## src/logic/pmc_consts.vh

```
// Command codes, field positions, reset values and timing for the command map
`ifndef PMC_CONSTS_VH
`define PMC_CONSTS_VH

`define PMC_C_CLEAR   8'h03
`define PMC_C_OCW     8'h4a
`define PMC_C_OTF     8'h4f
`define PMC_C_OTACT   8'h50
`define PMC_C_OTW     8'h51
`define PMC_C_VINOV   8'h55
`define PMC_C_VINACT  8'h56
`define PMC_C_PGON    8'h5e
`define PMC_C_PGOFF   8'h5f
`define PMC_C_TDLY    8'h60
`define PMC_C_TRISE   8'h61
`define PMC_C_SWORD   8'h79
`define PMC_C_SVOUT   8'h7a
`define PMC_C_SIOUT   8'h7b
`define PMC_C_SIN     8'h7c
`define PMC_C_STEMP   8'h7d
`define PMC_C_RVIN    8'h88
`define PMC_C_RVOUT   8'h8b
`define PMC_C_RIOUT   8'h8c
`define PMC_C_RTEMP   8'h8d
`define PMC_C_PREV    8'h98
`define PMC_C_FWVER   8'h9b
`define PMC_C_VOGAIN  8'hd1
`define PMC_C_VOOFS   8'hd2
`define PMC_C_VIGAIN  8'hdd
`define PMC_C_VIOFS   8'hde
`define PMC_C_PINCFG  8'he0
`define PMC_C_GLOGIC  8'he1
`define PMC_C_GPOL    8'he6
`define PMC_C_SERIAL  8'hf0

// Linear words: exponent 0 for amps, degC, volts in, ms; 2^-9 for vout
`define PMC_RST_OCW   16'h0046
`define PMC_RST_OTF   16'h0078
`define PMC_RST_OTW   16'h006e
`define PMC_RST_VINOV 16'h0055
`define PMC_RST_PGON  16'h0866
`define PMC_RST_PGOFF 16'h0700
`define PMC_RST_TDLY  16'h0028
`define PMC_RST_TRISE 16'h0014
`define PMC_RST_TRIM  16'h0000
`define PMC_RST_OTACT 8'hb8
`define PMC_RST_VINACT 8'hc0
`define PMC_RST_PREV  8'h22
`define PMC_RST_PINCFG 8'h01
`define PMC_RST_GLOGIC 8'h01
`define PMC_RST_GPOL  8'h01
`define PMC_SN_BYTES  12

`define PMC_SW_PG     11
`define PMC_SW_OFF    6
`define PMC_SW_TEMP   2
`define PMC_SW_CML    1
`define PMC_SIOUT_OCW 5
`define PMC_SIN_OVF   7
`define PMC_STEMP_OTF 7
`define PMC_STEMP_OTW 6
`define PMC_CFG_AND   1
`define PMC_CFG_SENSE 0
`define PMC_POL_BIT   0

`define PMC_CLK_HZ    20000000
`define PMC_TICK_MS   1

`endif

```

## src/logic/pmc_command_map.v

```verilog
// Command register bank and serial management slave of a power converter module
`timescale 1ns/1ns
`include "pmc_consts.vh"

module pmc_command_map #(
	parameter        MS_CYC   = `PMC_CLK_HZ / 1000 * `PMC_TICK_MS,
	parameter [6:0]  DEV_ADDR = 7'h40,
	parameter [7:0]  FW_VER   = 8'h10   // Arbitrary value
)(
	input  wire        mclk,
	input  wire        rst_n,
	input  wire        scl_i,
	input  wire        sda_i,
	output reg         sda_o,
	output reg         sda_oe,
	input  wire        prim_en_i,
	input  wire        secondary_onoff_pin,
	input  wire [15:0] vin_meas,
	input  wire [15:0] vout_meas,
	input  wire [15:0] iout_meas,
	input  wire [15:0] temp_meas,
	output reg         conv_en,
	output reg         ramp_active,
	output reg         output_in_regulation_flag
);

localparam [3:0] S_IDLE = 4'h1;
localparam [3:0] S_DLY  = 4'h2;
localparam [3:0] S_RISE = 4'h4;
localparam [3:0] S_ON   = 4'h8;

function [3:0] idx16;
	input [7:0] c;
	begin
		case (c)
		`PMC_C_OCW:    idx16 = 4'h0;
		`PMC_C_OTF:    idx16 = 4'h1;
		`PMC_C_OTW:    idx16 = 4'h2;
		`PMC_C_VINOV:  idx16 = 4'h3;
		`PMC_C_PGON:   idx16 = 4'h4;
		`PMC_C_PGOFF:  idx16 = 4'h5;
		`PMC_C_TDLY:   idx16 = 4'h6;
		`PMC_C_TRISE:  idx16 = 4'h7;
		`PMC_C_VOGAIN: idx16 = 4'h8;
		`PMC_C_VOOFS:  idx16 = 4'h9;
		`PMC_C_VIGAIN: idx16 = 4'ha;
		`PMC_C_VIOFS:  idx16 = 4'hb;
		default:       idx16 = 4'hf;
		endcase
	end
endfunction

function [15:0] dflt16;
	input [3:0] i;
	begin
		case (i)
		4'h0:    dflt16 = `PMC_RST_OCW;
		4'h1:    dflt16 = `PMC_RST_OTF;
		4'h2:    dflt16 = `PMC_RST_OTW;
		4'h3:    dflt16 = `PMC_RST_VINOV;
		4'h4:    dflt16 = `PMC_RST_PGON;
		4'h5:    dflt16 = `PMC_RST_PGOFF;
		4'h6:    dflt16 = `PMC_RST_TDLY;
		4'h7:    dflt16 = `PMC_RST_TRISE;
		default: dflt16 = `PMC_RST_TRIM;
		endcase
	end
endfunction

////////////////////////////////////////////////////////////////////////////////
// Pin sampling: three flops, a change counts when stages two and three agree
reg  [3:0]  sy1_q, sy2_q, sy3_q, flt_q, prv_q;
wire [3:0]  dis = sy2_q ^ sy3_q;

always @(posedge mclk) begin
	if (!rst_n) begin
		sy1_q <= 4'hf;
		sy2_q <= 4'hf;
		sy3_q <= 4'hf;
		flt_q <= 4'hf;
		prv_q <= 4'hf;
	end else begin
		sy1_q <= {secondary_onoff_pin, prim_en_i, sda_i, scl_i};
		sy2_q <= sy1_q;
		sy3_q <= sy2_q;
		flt_q <= (sy3_q & ~dis) | (flt_q & dis);
		prv_q <= flt_q;
	end
end

wire scl_f  = flt_q[0];
wire sda_f  = flt_q[1];
wire scl_r  = scl_f & ~prv_q[0];
wire scl_fl = ~scl_f & prv_q[0];
wire start  = scl_f & prv_q[0] & prv_q[1] & ~sda_f;
wire stop   = scl_f & prv_q[0] & ~prv_q[1] & sda_f;

////////////////////////////////////////////////////////////////////////////////
// Register storage
reg  [15:0] rw16_q [0:11];
reg  [7:0]  sn_q [0:`PMC_SN_BYTES-1];
reg  [7:0]  fw_q, pincfg_q, glogic_q, gpol_q;
reg  [7:0]  siout_q, sin_q, stemp_q;
reg         cml_q, pg_q;
reg  [3:0]  st_q;
// Serial engine state
reg  [3:0]  bitc_q;
reg  [4:0]  byten_q;
reg         act_q, rd_q, hnak_q;
reg  [7:0]  sh_q, tx_q, cmd_q;
reg  [15:0] wbuf_q;

wire [4:0]  nbyt   = byten_q - 5'd2;
wire        wr_end = stop & act_q & ~rd_q & (byten_q >= 5'd2);
wire [3:0]  cidx   = idx16(cmd_q);
wire        is8rw  = (cmd_q == `PMC_C_FWVER) | (cmd_q == `PMC_C_PINCFG) |
                     (cmd_q == `PMC_C_GLOGIC) | (cmd_q == `PMC_C_GPOL);
wire        clr    = wr_end & (cmd_q == `PMC_C_CLEAR) & (nbyt == 5'd0);
wire        wr16   = wr_end & (cidx != 4'hf) & (nbyt == 5'd2);
wire        wr8    = wr_end & is8rw & (nbyt == 5'd1);
wire        refuse = wr_end & (nbyt != 5'd0) & ~wr16 & ~wr8 &
                     (cmd_q != `PMC_C_SERIAL);

////////////////////////////////////////////////////////////////////////////////
// Threshold checks against same-domain telemetry
wire oc_w   = iout_meas > rw16_q[0];
wire ot_f   = temp_meas > rw16_q[1];
wire ot_w   = temp_meas > rw16_q[2];
wire vin_f  = vin_meas > rw16_q[3];
wire fault  = stemp_q[`PMC_STEMP_OTF] | sin_q[`PMC_SIN_OVF];

integer i;
integer j;
always @(posedge mclk) begin
	if (!rst_n) begin
		for (i = 0; i < 12; i = i + 1)
			rw16_q[i] <= dflt16(i[3:0]);
		fw_q     <= FW_VER;
		pincfg_q <= `PMC_RST_PINCFG;
		glogic_q <= `PMC_RST_GLOGIC;
		gpol_q   <= `PMC_RST_GPOL;
	end else begin
		// Read-only and unlisted codes never reach the stores
		if (wr16)
			rw16_q[cidx] <= wbuf_q;
		if (wr8 && cmd_q == `PMC_C_FWVER)
			fw_q <= wbuf_q[7:0];
		if (wr8 && cmd_q == `PMC_C_PINCFG)
			pincfg_q <= wbuf_q[7:0];
		if (wr8 && cmd_q == `PMC_C_GLOGIC)
			glogic_q <= wbuf_q[7:0];
		if (wr8 && cmd_q == `PMC_C_GPOL)
			gpol_q <= wbuf_q[7:0];
	end
end

// Latched status: a new event in the clear cycle wins over the clear
always @(posedge mclk) begin
	if (!rst_n) begin
		siout_q <= 8'h00;
		sin_q   <= 8'h00;
		stemp_q <= 8'h00;
		cml_q   <= 1'b0;
		pg_q    <= 1'b0;
	end else begin
		siout_q[`PMC_SIOUT_OCW] <= oc_w | (siout_q[`PMC_SIOUT_OCW] & ~clr);
		sin_q[`PMC_SIN_OVF]     <= vin_f | (sin_q[`PMC_SIN_OVF] & ~clr);
		stemp_q[`PMC_STEMP_OTF] <= ot_f | (stemp_q[`PMC_STEMP_OTF] & ~clr);
		stemp_q[`PMC_STEMP_OTW] <= ot_w | (stemp_q[`PMC_STEMP_OTW] & ~clr);
		cml_q <= refuse | (cml_q & ~clr);
		if (vout_meas >= rw16_q[4])
			pg_q <= 1'b1;
		else if (vout_meas <= rw16_q[5])
			pg_q <= 1'b0;
	end
end

wire any_st = |siout_q | |sin_q | |stemp_q | cml_q;
wire [15:0] sword;

assign sword[15:12]         = {1'b0, |siout_q, |sin_q, 1'b0};
assign sword[`PMC_SW_PG]    = pg_q;
assign sword[10:7]          = 4'h0;
assign sword[`PMC_SW_OFF]   = ~conv_en;
assign sword[5:3]           = 3'b000;
assign sword[`PMC_SW_TEMP]  = |stemp_q;
assign sword[`PMC_SW_CML]   = cml_q;
assign sword[0]             = ~any_st & conv_en;

////////////////////////////////////////////////////////////////////////////////
// Read mux
reg  [15:0] rd16;
always @* begin
	rd16 = 16'h0000;
	if (cidx != 4'hf)
		rd16 = rw16_q[cidx];
	else begin
		case (cmd_q)
		`PMC_C_OTACT:  rd16 = {8'h00, `PMC_RST_OTACT};
		`PMC_C_VINACT: rd16 = {8'h00, `PMC_RST_VINACT};
		`PMC_C_SWORD:  rd16 = sword;
		`PMC_C_SVOUT:  rd16 = 16'h0000;
		`PMC_C_SIOUT:  rd16 = {8'h00, siout_q};
		`PMC_C_SIN:    rd16 = {8'h00, sin_q};
		`PMC_C_STEMP:  rd16 = {8'h00, stemp_q};
		`PMC_C_RVIN:   rd16 = vin_meas;
		`PMC_C_RVOUT:  rd16 = vout_meas;
		`PMC_C_RIOUT:  rd16 = iout_meas;
		`PMC_C_RTEMP:  rd16 = temp_meas;
		`PMC_C_PREV:   rd16 = {8'h00, `PMC_RST_PREV};
		`PMC_C_FWVER:  rd16 = {8'h00, fw_q};
		`PMC_C_PINCFG: rd16 = {8'h00, pincfg_q};
		`PMC_C_GLOGIC: rd16 = {8'h00, glogic_q};
		`PMC_C_GPOL:   rd16 = {8'h00, gpol_q};
		default:       rd16 = 16'hffff;
		endcase
	end
end

wire [4:0] didx = byten_q - 5'd1;
wire [7:0] rdb  = (cmd_q == `PMC_C_SERIAL) ?
                  ((didx < `PMC_SN_BYTES) ? sn_q[didx[3:0]] : 8'hff) :
                  (didx == 5'd0) ? rd16[7:0] :
                  (didx == 5'd1) ? rd16[15:8] : 8'hff;

////////////////////////////////////////////////////////////////////////////////
// Serial slave: no clock stretching, so replies depend only on sampled edges

always @(posedge mclk) begin
	if (!rst_n) begin
		bitc_q  <= 4'h0;
		byten_q <= 5'h00;
		act_q   <= 1'b0;
		rd_q    <= 1'b0;
		hnak_q  <= 1'b0;
		sh_q    <= 8'h00;
		tx_q    <= 8'h00;
		cmd_q   <= 8'h00;
		wbuf_q  <= 16'h0000;
		sda_o   <= 1'b0;
		sda_oe  <= 1'b0;
	end else if (start) begin
		// First fall after a start wraps the count to bit 0; stale read mode must not drive
		act_q   <= 1'b1;
		rd_q    <= 1'b0;
		bitc_q  <= 4'hf;
		byten_q <= 5'h00;
		hnak_q  <= 1'b0;
		sda_oe  <= 1'b0;
	end else if (stop) begin
		act_q  <= 1'b0;
		sda_oe <= 1'b0;
	end else if (act_q) begin
		if (scl_r) begin
			if (bitc_q == 4'h8)
				hnak_q <= sda_f;
			else
				sh_q <= {sh_q[6:0], sda_f};
		end
		if (scl_fl) begin
			if (bitc_q == 4'h7) begin
				bitc_q <= 4'h8;
				if (byten_q != 5'h1f)
					byten_q <= byten_q + 5'd1;
				if (byten_q == 5'h00) begin
					if (sh_q[7:1] == DEV_ADDR) begin
						sda_oe <= 1'b1;
						rd_q   <= sh_q[0];
					end else
						act_q <= 1'b0;
				end else if (!rd_q) begin
					sda_oe <= 1'b1;
					if (byten_q == 5'd1)
						cmd_q <= sh_q;
					else if (byten_q == 5'd2)
						wbuf_q[7:0] <= sh_q;
					else if (byten_q == 5'd3)
						wbuf_q[15:8] <= sh_q;
				end else
					sda_oe <= 1'b0;
			end else if (bitc_q == 4'h8) begin
				bitc_q <= 4'h0;
				if (rd_q && !hnak_q) begin
					tx_q   <= {rdb[6:0], 1'b0};
					sda_oe <= ~rdb[7];
				end else begin
					sda_oe <= 1'b0;
					if (rd_q)
						act_q <= 1'b0;
				end
			end else begin
				bitc_q <= bitc_q + 4'h1;
				if (rd_q) begin
					sda_oe <= ~tx_q[7];
					tx_q   <= {tx_q[6:0], 1'b0};
				end
			end
		end
	end
end

// Serial block is written byte by byte as it arrives
always @(posedge mclk) begin
	if (!rst_n) begin
		for (j = 0; j < `PMC_SN_BYTES; j = j + 1)
			sn_q[j] <= 8'h00;
	end else if (act_q && !rd_q && scl_fl && bitc_q == 4'h7 && cmd_q == `PMC_C_SERIAL &&
	             byten_q >= 5'd2 && nbyt < `PMC_SN_BYTES) begin
		sn_q[nbyt[3:0]] <= sh_q;
	end
end

////////////////////////////////////////////////////////////////////////////////
// Turn-on sequencing in millisecond steps
reg  [14:0] tick_q;
reg  [15:0] ms_q;
wire        tick  = (tick_q == MS_CYC - 1);
wire        sec_ok = ~pincfg_q[`PMC_CFG_AND] |
                     (flt_q[3] == pincfg_q[`PMC_CFG_SENSE]);
wire        en_ok = flt_q[2] & sec_ok & ~fault;

always @(posedge mclk) begin
	if (!rst_n) begin
		tick_q      <= 15'h0000;
		ms_q        <= 16'h0000;
		st_q        <= S_IDLE;
		conv_en     <= 1'b0;
		ramp_active <= 1'b0;
		output_in_regulation_flag <= 1'b0;
	end else begin
		tick_q <= tick ? 15'h0000 : tick_q + 15'h0001;
		// Polarity 0 pulls the pin low while good
		output_in_regulation_flag <= gpol_q[`PMC_POL_BIT] ? pg_q : ~pg_q;
		if (!en_ok) begin
			st_q        <= S_IDLE;
			conv_en     <= 1'b0;
			ramp_active <= 1'b0;
		end else begin
			case (st_q)
			S_IDLE: begin
				st_q <= S_DLY;
				ms_q <= 16'h0000;
			end
			S_DLY: begin
				if (ms_q >= rw16_q[6]) begin
					st_q        <= S_RISE;
					ms_q        <= 16'h0000;
					conv_en     <= 1'b1;
					ramp_active <= 1'b1;
				end else if (tick)
					ms_q <= ms_q + 16'h0001;
			end
			S_RISE: begin
				if (ms_q >= rw16_q[7]) begin
					st_q        <= S_ON;
					ramp_active <= 1'b0;
				end else if (tick)
					ms_q <= ms_q + 16'h0001;
			end
			S_ON: st_q <= S_ON;
			default: st_q <= S_IDLE;
			endcase
		end
	end
end

endmodule

```

## config.mk

```make
export PLATFORM = sky130hd
export DESIGN_NAME = pmc_command_map
export DESIGN_NICKNAME = d
export VERILOG_FILES = /design/src/logic/pmc_command_map.v
export VERILOG_INCLUDE_DIRS = /design/src /design/src/logic
export SDC_FILE = /design/constraint.sdc
export NUM_CORES = 1
export LEC_CHECK = 0
export ABC_AREA = 1
export ABC_CLOCK_PERIOD_IN_PS = 3000
export BUFFER_PORTS_ARGS = -buffer_cell sky130_fd_sc_hd__buf_2
export CORE_MARGIN = 8
export CORE_UTILIZATION = 32
export DETAILED_ROUTE_END_ITERATION = 16
export GPL_TIMING_DRIVEN = 1
export SLEW_MARGIN = 20
export SYNTH_ARGS = -nofsm -noshare
export SYNTH_HDL_FRONTEND = slang
export SYNTH_SLANG_ARGS = --single-unit
```

## constraint.sdc

```tcl
create_clock -name mclk -period 3 [get_ports mclk]
set_input_delay 0.6 -clock mclk [delete_from_list [all_inputs] [get_ports mclk]]
set_output_delay 0.6 -clock mclk [all_outputs]
set_load 0.01 [all_outputs]
```

==> flow_summary.yaml <==
run_status:
  outcome: "finished clean"
floorplan:
  ios: 75
  rows: 101
  core_area_mm2: 0.0757
  initial_utilization: 0.322
  dieWidth_um: 292
  dieArea_mm2: 0.0853
  die_h_um: 292
power:
  comb_power_share: 0.053
  power.switching_mw: 3.31
  clockPowerShare: 0.453
  p_leak_nw: 11.4
  ir_worst_vdd_mv: 0.390
  intPower_mw: 10.9
  switching_share: 0.232
  seq_power_share: 0.495
  total_power_mw: 14.2
  power-per-cell-area_mw_per_mm2: 498
global_routing:
  antenna_found_initial: 0
  grt_max_degree: 74
  grt.overflow.total: 0
  grt.total_usage: 0.182
  grt_pass1_wl_um: 121000
  grt_pass1_vias: 19700
timing:
  final_max_slew_viol_count: 0
  setup_violations: 0
  hold_violations: 0
  fin_tns_setup_ns: 0
  max_freq_mhz: 349
  final.period_utilization: 0.954
  finalCriticalPeriod_ns: 2.86
  tightestPinTransition_ns: 0.954
  timing.slew.headroom: 0.363
  clock_skew_ns: 0.0434
clocking:
  htreeDepth: 2
  tritoncts: "yes"
  clkLatencyLatePin_ns: 0.62
  path_clk_slew_ns: 0.06
  root_buffer: "clkbuf_16"
  cts_buffers: 51
  clkSinkCount: 458
  cts_buffer_depth: 3
final_layout:
  drive_gt1_frac: 0.126
  antennaDiodeCount: 0
  areaGrowthSynthToFinish_pct: 17.2
  instances_no_fill: 4053
  design_area_mm2: 0.0286
  post-route-util: 0.378
  fin_nets: 3246
  fillerInstances: 7665
drt:
  drt_iter0_drc: 1750
  via_per_inst: 5.11
  final_antenna_net_count: 0
  dr.pass1.iters: 7
  drcViolationCount: 0
  routedWlPerCell_um: 19.8
  vias: 20700
  wirelength_um: 80100
critical_path:
  required_ns: 3.51
  start_kind: "flop"
  critPathMostFrequentCell: "nand2_1"
  cp_max_fo: 31
  regToRegSetupSlack_ns: 0.14
  crit_slowest_cell: "buf_4"
  worstPathBufferInverterCount: 3
  end_kind: "flop"
  slowest_delay_ns: 0.43
  crit_type: "flop to flop"
  cp_data_arrival_time_ns: 3.37
  cp_top_family: "simple AND/OR/NAND/NOR gates"
  worstPathCellList: "inv_1 -> nand2_1 -> nor2_1 -> nand2_1 -> nand3_1 -> nor2_4 -> buf_4 -> nor2_8 -> buf_12 -> nand2_1 -> nand2_1 -> o21ai_0 -> nand4_1 -> nand2_1 -> nand2_1 -> nand2_1 -> a21oi_1"
place:
  io_buffer_count: 73
  dp_hpwl_um: 60100
  gp_congestion: 0.987
  placed_cell_area_mm2: 0.0267
  dp_cells: 3950
logic_synthesis:
  synthArstFlopShare: 0
  ys_seq_area_frac: 0.504
  synth_cells: 2865
  yosys_warnings: 0
  syn_area_per_cell_um2: 8.51
  synth_edf_count: 312
  ys_types: 61
  synth_seq_cells: 458
  syn_area_mm2: 0.0244
  synth_flop_cell: "edfxtp_1"
run:
  drv_cap: 0
worst_hold_path:
  min_path_type: "primary input to flop"
-- state kept, by name (all words and copies together) (netlist names), 7 cells and up, named ones only --
register	count
fw_q	8
sn_q	96
wbuf_q	16
sh_q	8
tick_q	15
cmd_q	8
glogic_q	8
tx_q	7
rw16_q	216
ms_q	16
gpol_q	8
pincfg_q	8
-- power by group through the flow --
| stage | Combinational (mW) | Clock (mW) | Sequential, mW |
|---|---|---|---|
| finish | 0.749 | 6.45 | 7.04 |
| CTS | 0.747 | 6.53 | 7.04 |
| global route | 0.842 | 6.78 | 7.06 |
| global placement | 0.731 | 0 | 7.17 |
| floorplan | 0.428 | 0 | 7.12 |
| detailed placement | 0.743 | 0 | 7.17 |
-- through the flow --
step,setup WS (ns),hold slack [ns]
finish,0.138,0.164
global placement,-0.269,0.397
detailed placement,-0.156,0.397
CTS,0.00335,0.139
floorplan,0.000242,0.393
global route,-0.00988,0.152
-- layout by cell type, fill, tap and decap left out, types with 18 or more instances in the layout --
master	netlist	routed
edfxtp_1	312	312
o221ai_1	28	28
a211oi_1	18	18
dfxtp_1	146	145
nand2_1	648	625
buf_2	23	73
nand3_1	103	99
nor2_1	433	428
buf_4	8	119
nor3_1	39	37
conb_1	1	25
nand2_2	1	22
ha_1	144	144
clkbuf_16	0	55
inv_2	18	19
o21ai_0	136	136
a21oi_1	180	180
inv_1	296	295
nand4_1	52	52
-- cells by family (layout without fill, tap and decap cells) --
logic type | after synthesis | count (layout) | share of synthesized area
AND/OR/NAND/NOR | 1343 | 1343 | 0.232
AO/OA/AOI/OAI | 476 | 476 | 0.116
buffers and inverters | 435 | 621 | 0.0703
XOR/XNOR | 7 | 7 | 0.00251
adder cells (fa/ha/maj) | 144 | 144 | 0.0739
flip-flops | 458 | 458 | 0.504
other | 1 | 25 | 0.000154
multiplexers | 1 | 1 | 0.000410
-- routing by layer --
layer,routed length [um],GRT usage,vias up
li1,-,-,9977
met1,33500,0.232,9813
met2,36800,0.297,737
met3,5320,0.0282,166
met4,4500,0.0911,0
met5,0,0,-
-- area by class of cell --
| class | count | area [um2] | share of cell area |
|---|---|---|---|
| Clock inverter | 16 | 180 | 0.00630 |
| Clock buffer | 80 | 1570 | 0.0551 |
| Sequential cell | 458 | 12300 | 0.430 |
| Multi-Input combinational cell | 1996 | 10600 | 0.371 |
| Tap cell | 978 | 1220 | 0.0428 |
| Timing Repair Buffer | 205 | 1490 | 0.0522 |
| Inverter | 320 | 1210 | 0.0422 |
-- synth_stat cells, types with 5 or more instances --
cell,count,share of area
dfxtp_1,146,0.12
o221ai_1,28,0.010
a21oi_1,180,0.037
o21ai_0,136,0.028
nor2_2,6,0.0015
edfxtp_1,312,0.38
a31oi_1,7,0.0018
or2_2,17,0.0044
nor3b_1,9,0.0028
ha_1,144,0.074
buf_4,8,0.0025
buf_2,23,0.0047
a211oi_1,18,0.0055
nand4_1,52,0.013
inv_2,18,0.0028
o211ai_1,15,0.0046
a221oi_1,16,0.0057
nor2_1,433,0.067
inv_1,296,0.046
a22oi_1,17,0.0052
nand2_1,648,0.10
nor4_1,11,0.0028
o21a_1,15,0.0046
xor2_1,6,0.0022
nor2_4,8,0.0037
o22ai_1,8,0.0021
o21ai_1,5,0.0010
nor3_1,39,0.0080
nand3_1,103,0.021
clkbuf_1,80,0.012
-- what timing repair did --
action / in CTS / in global routing
gates resized for setup: 3 / 32
hold buffers: 0 / 0
pin swaps: 1 / 4
setup endpoints to repair: 140 / 388
setup buffers: 0 / 7
-- worst paths after layout --
kind,from,endpoint,depth (start not counted)
setup / recovery,cmd_q[3],tx_q[7],17
hold / removal,prim_en_i,sy1_q[2],2
setup reg to reg,cmd_q[3],tx_q[7],17
hold reg to reg,sy1_q[0],sy2_q[0],1
(Power assumes the default switching activity.)
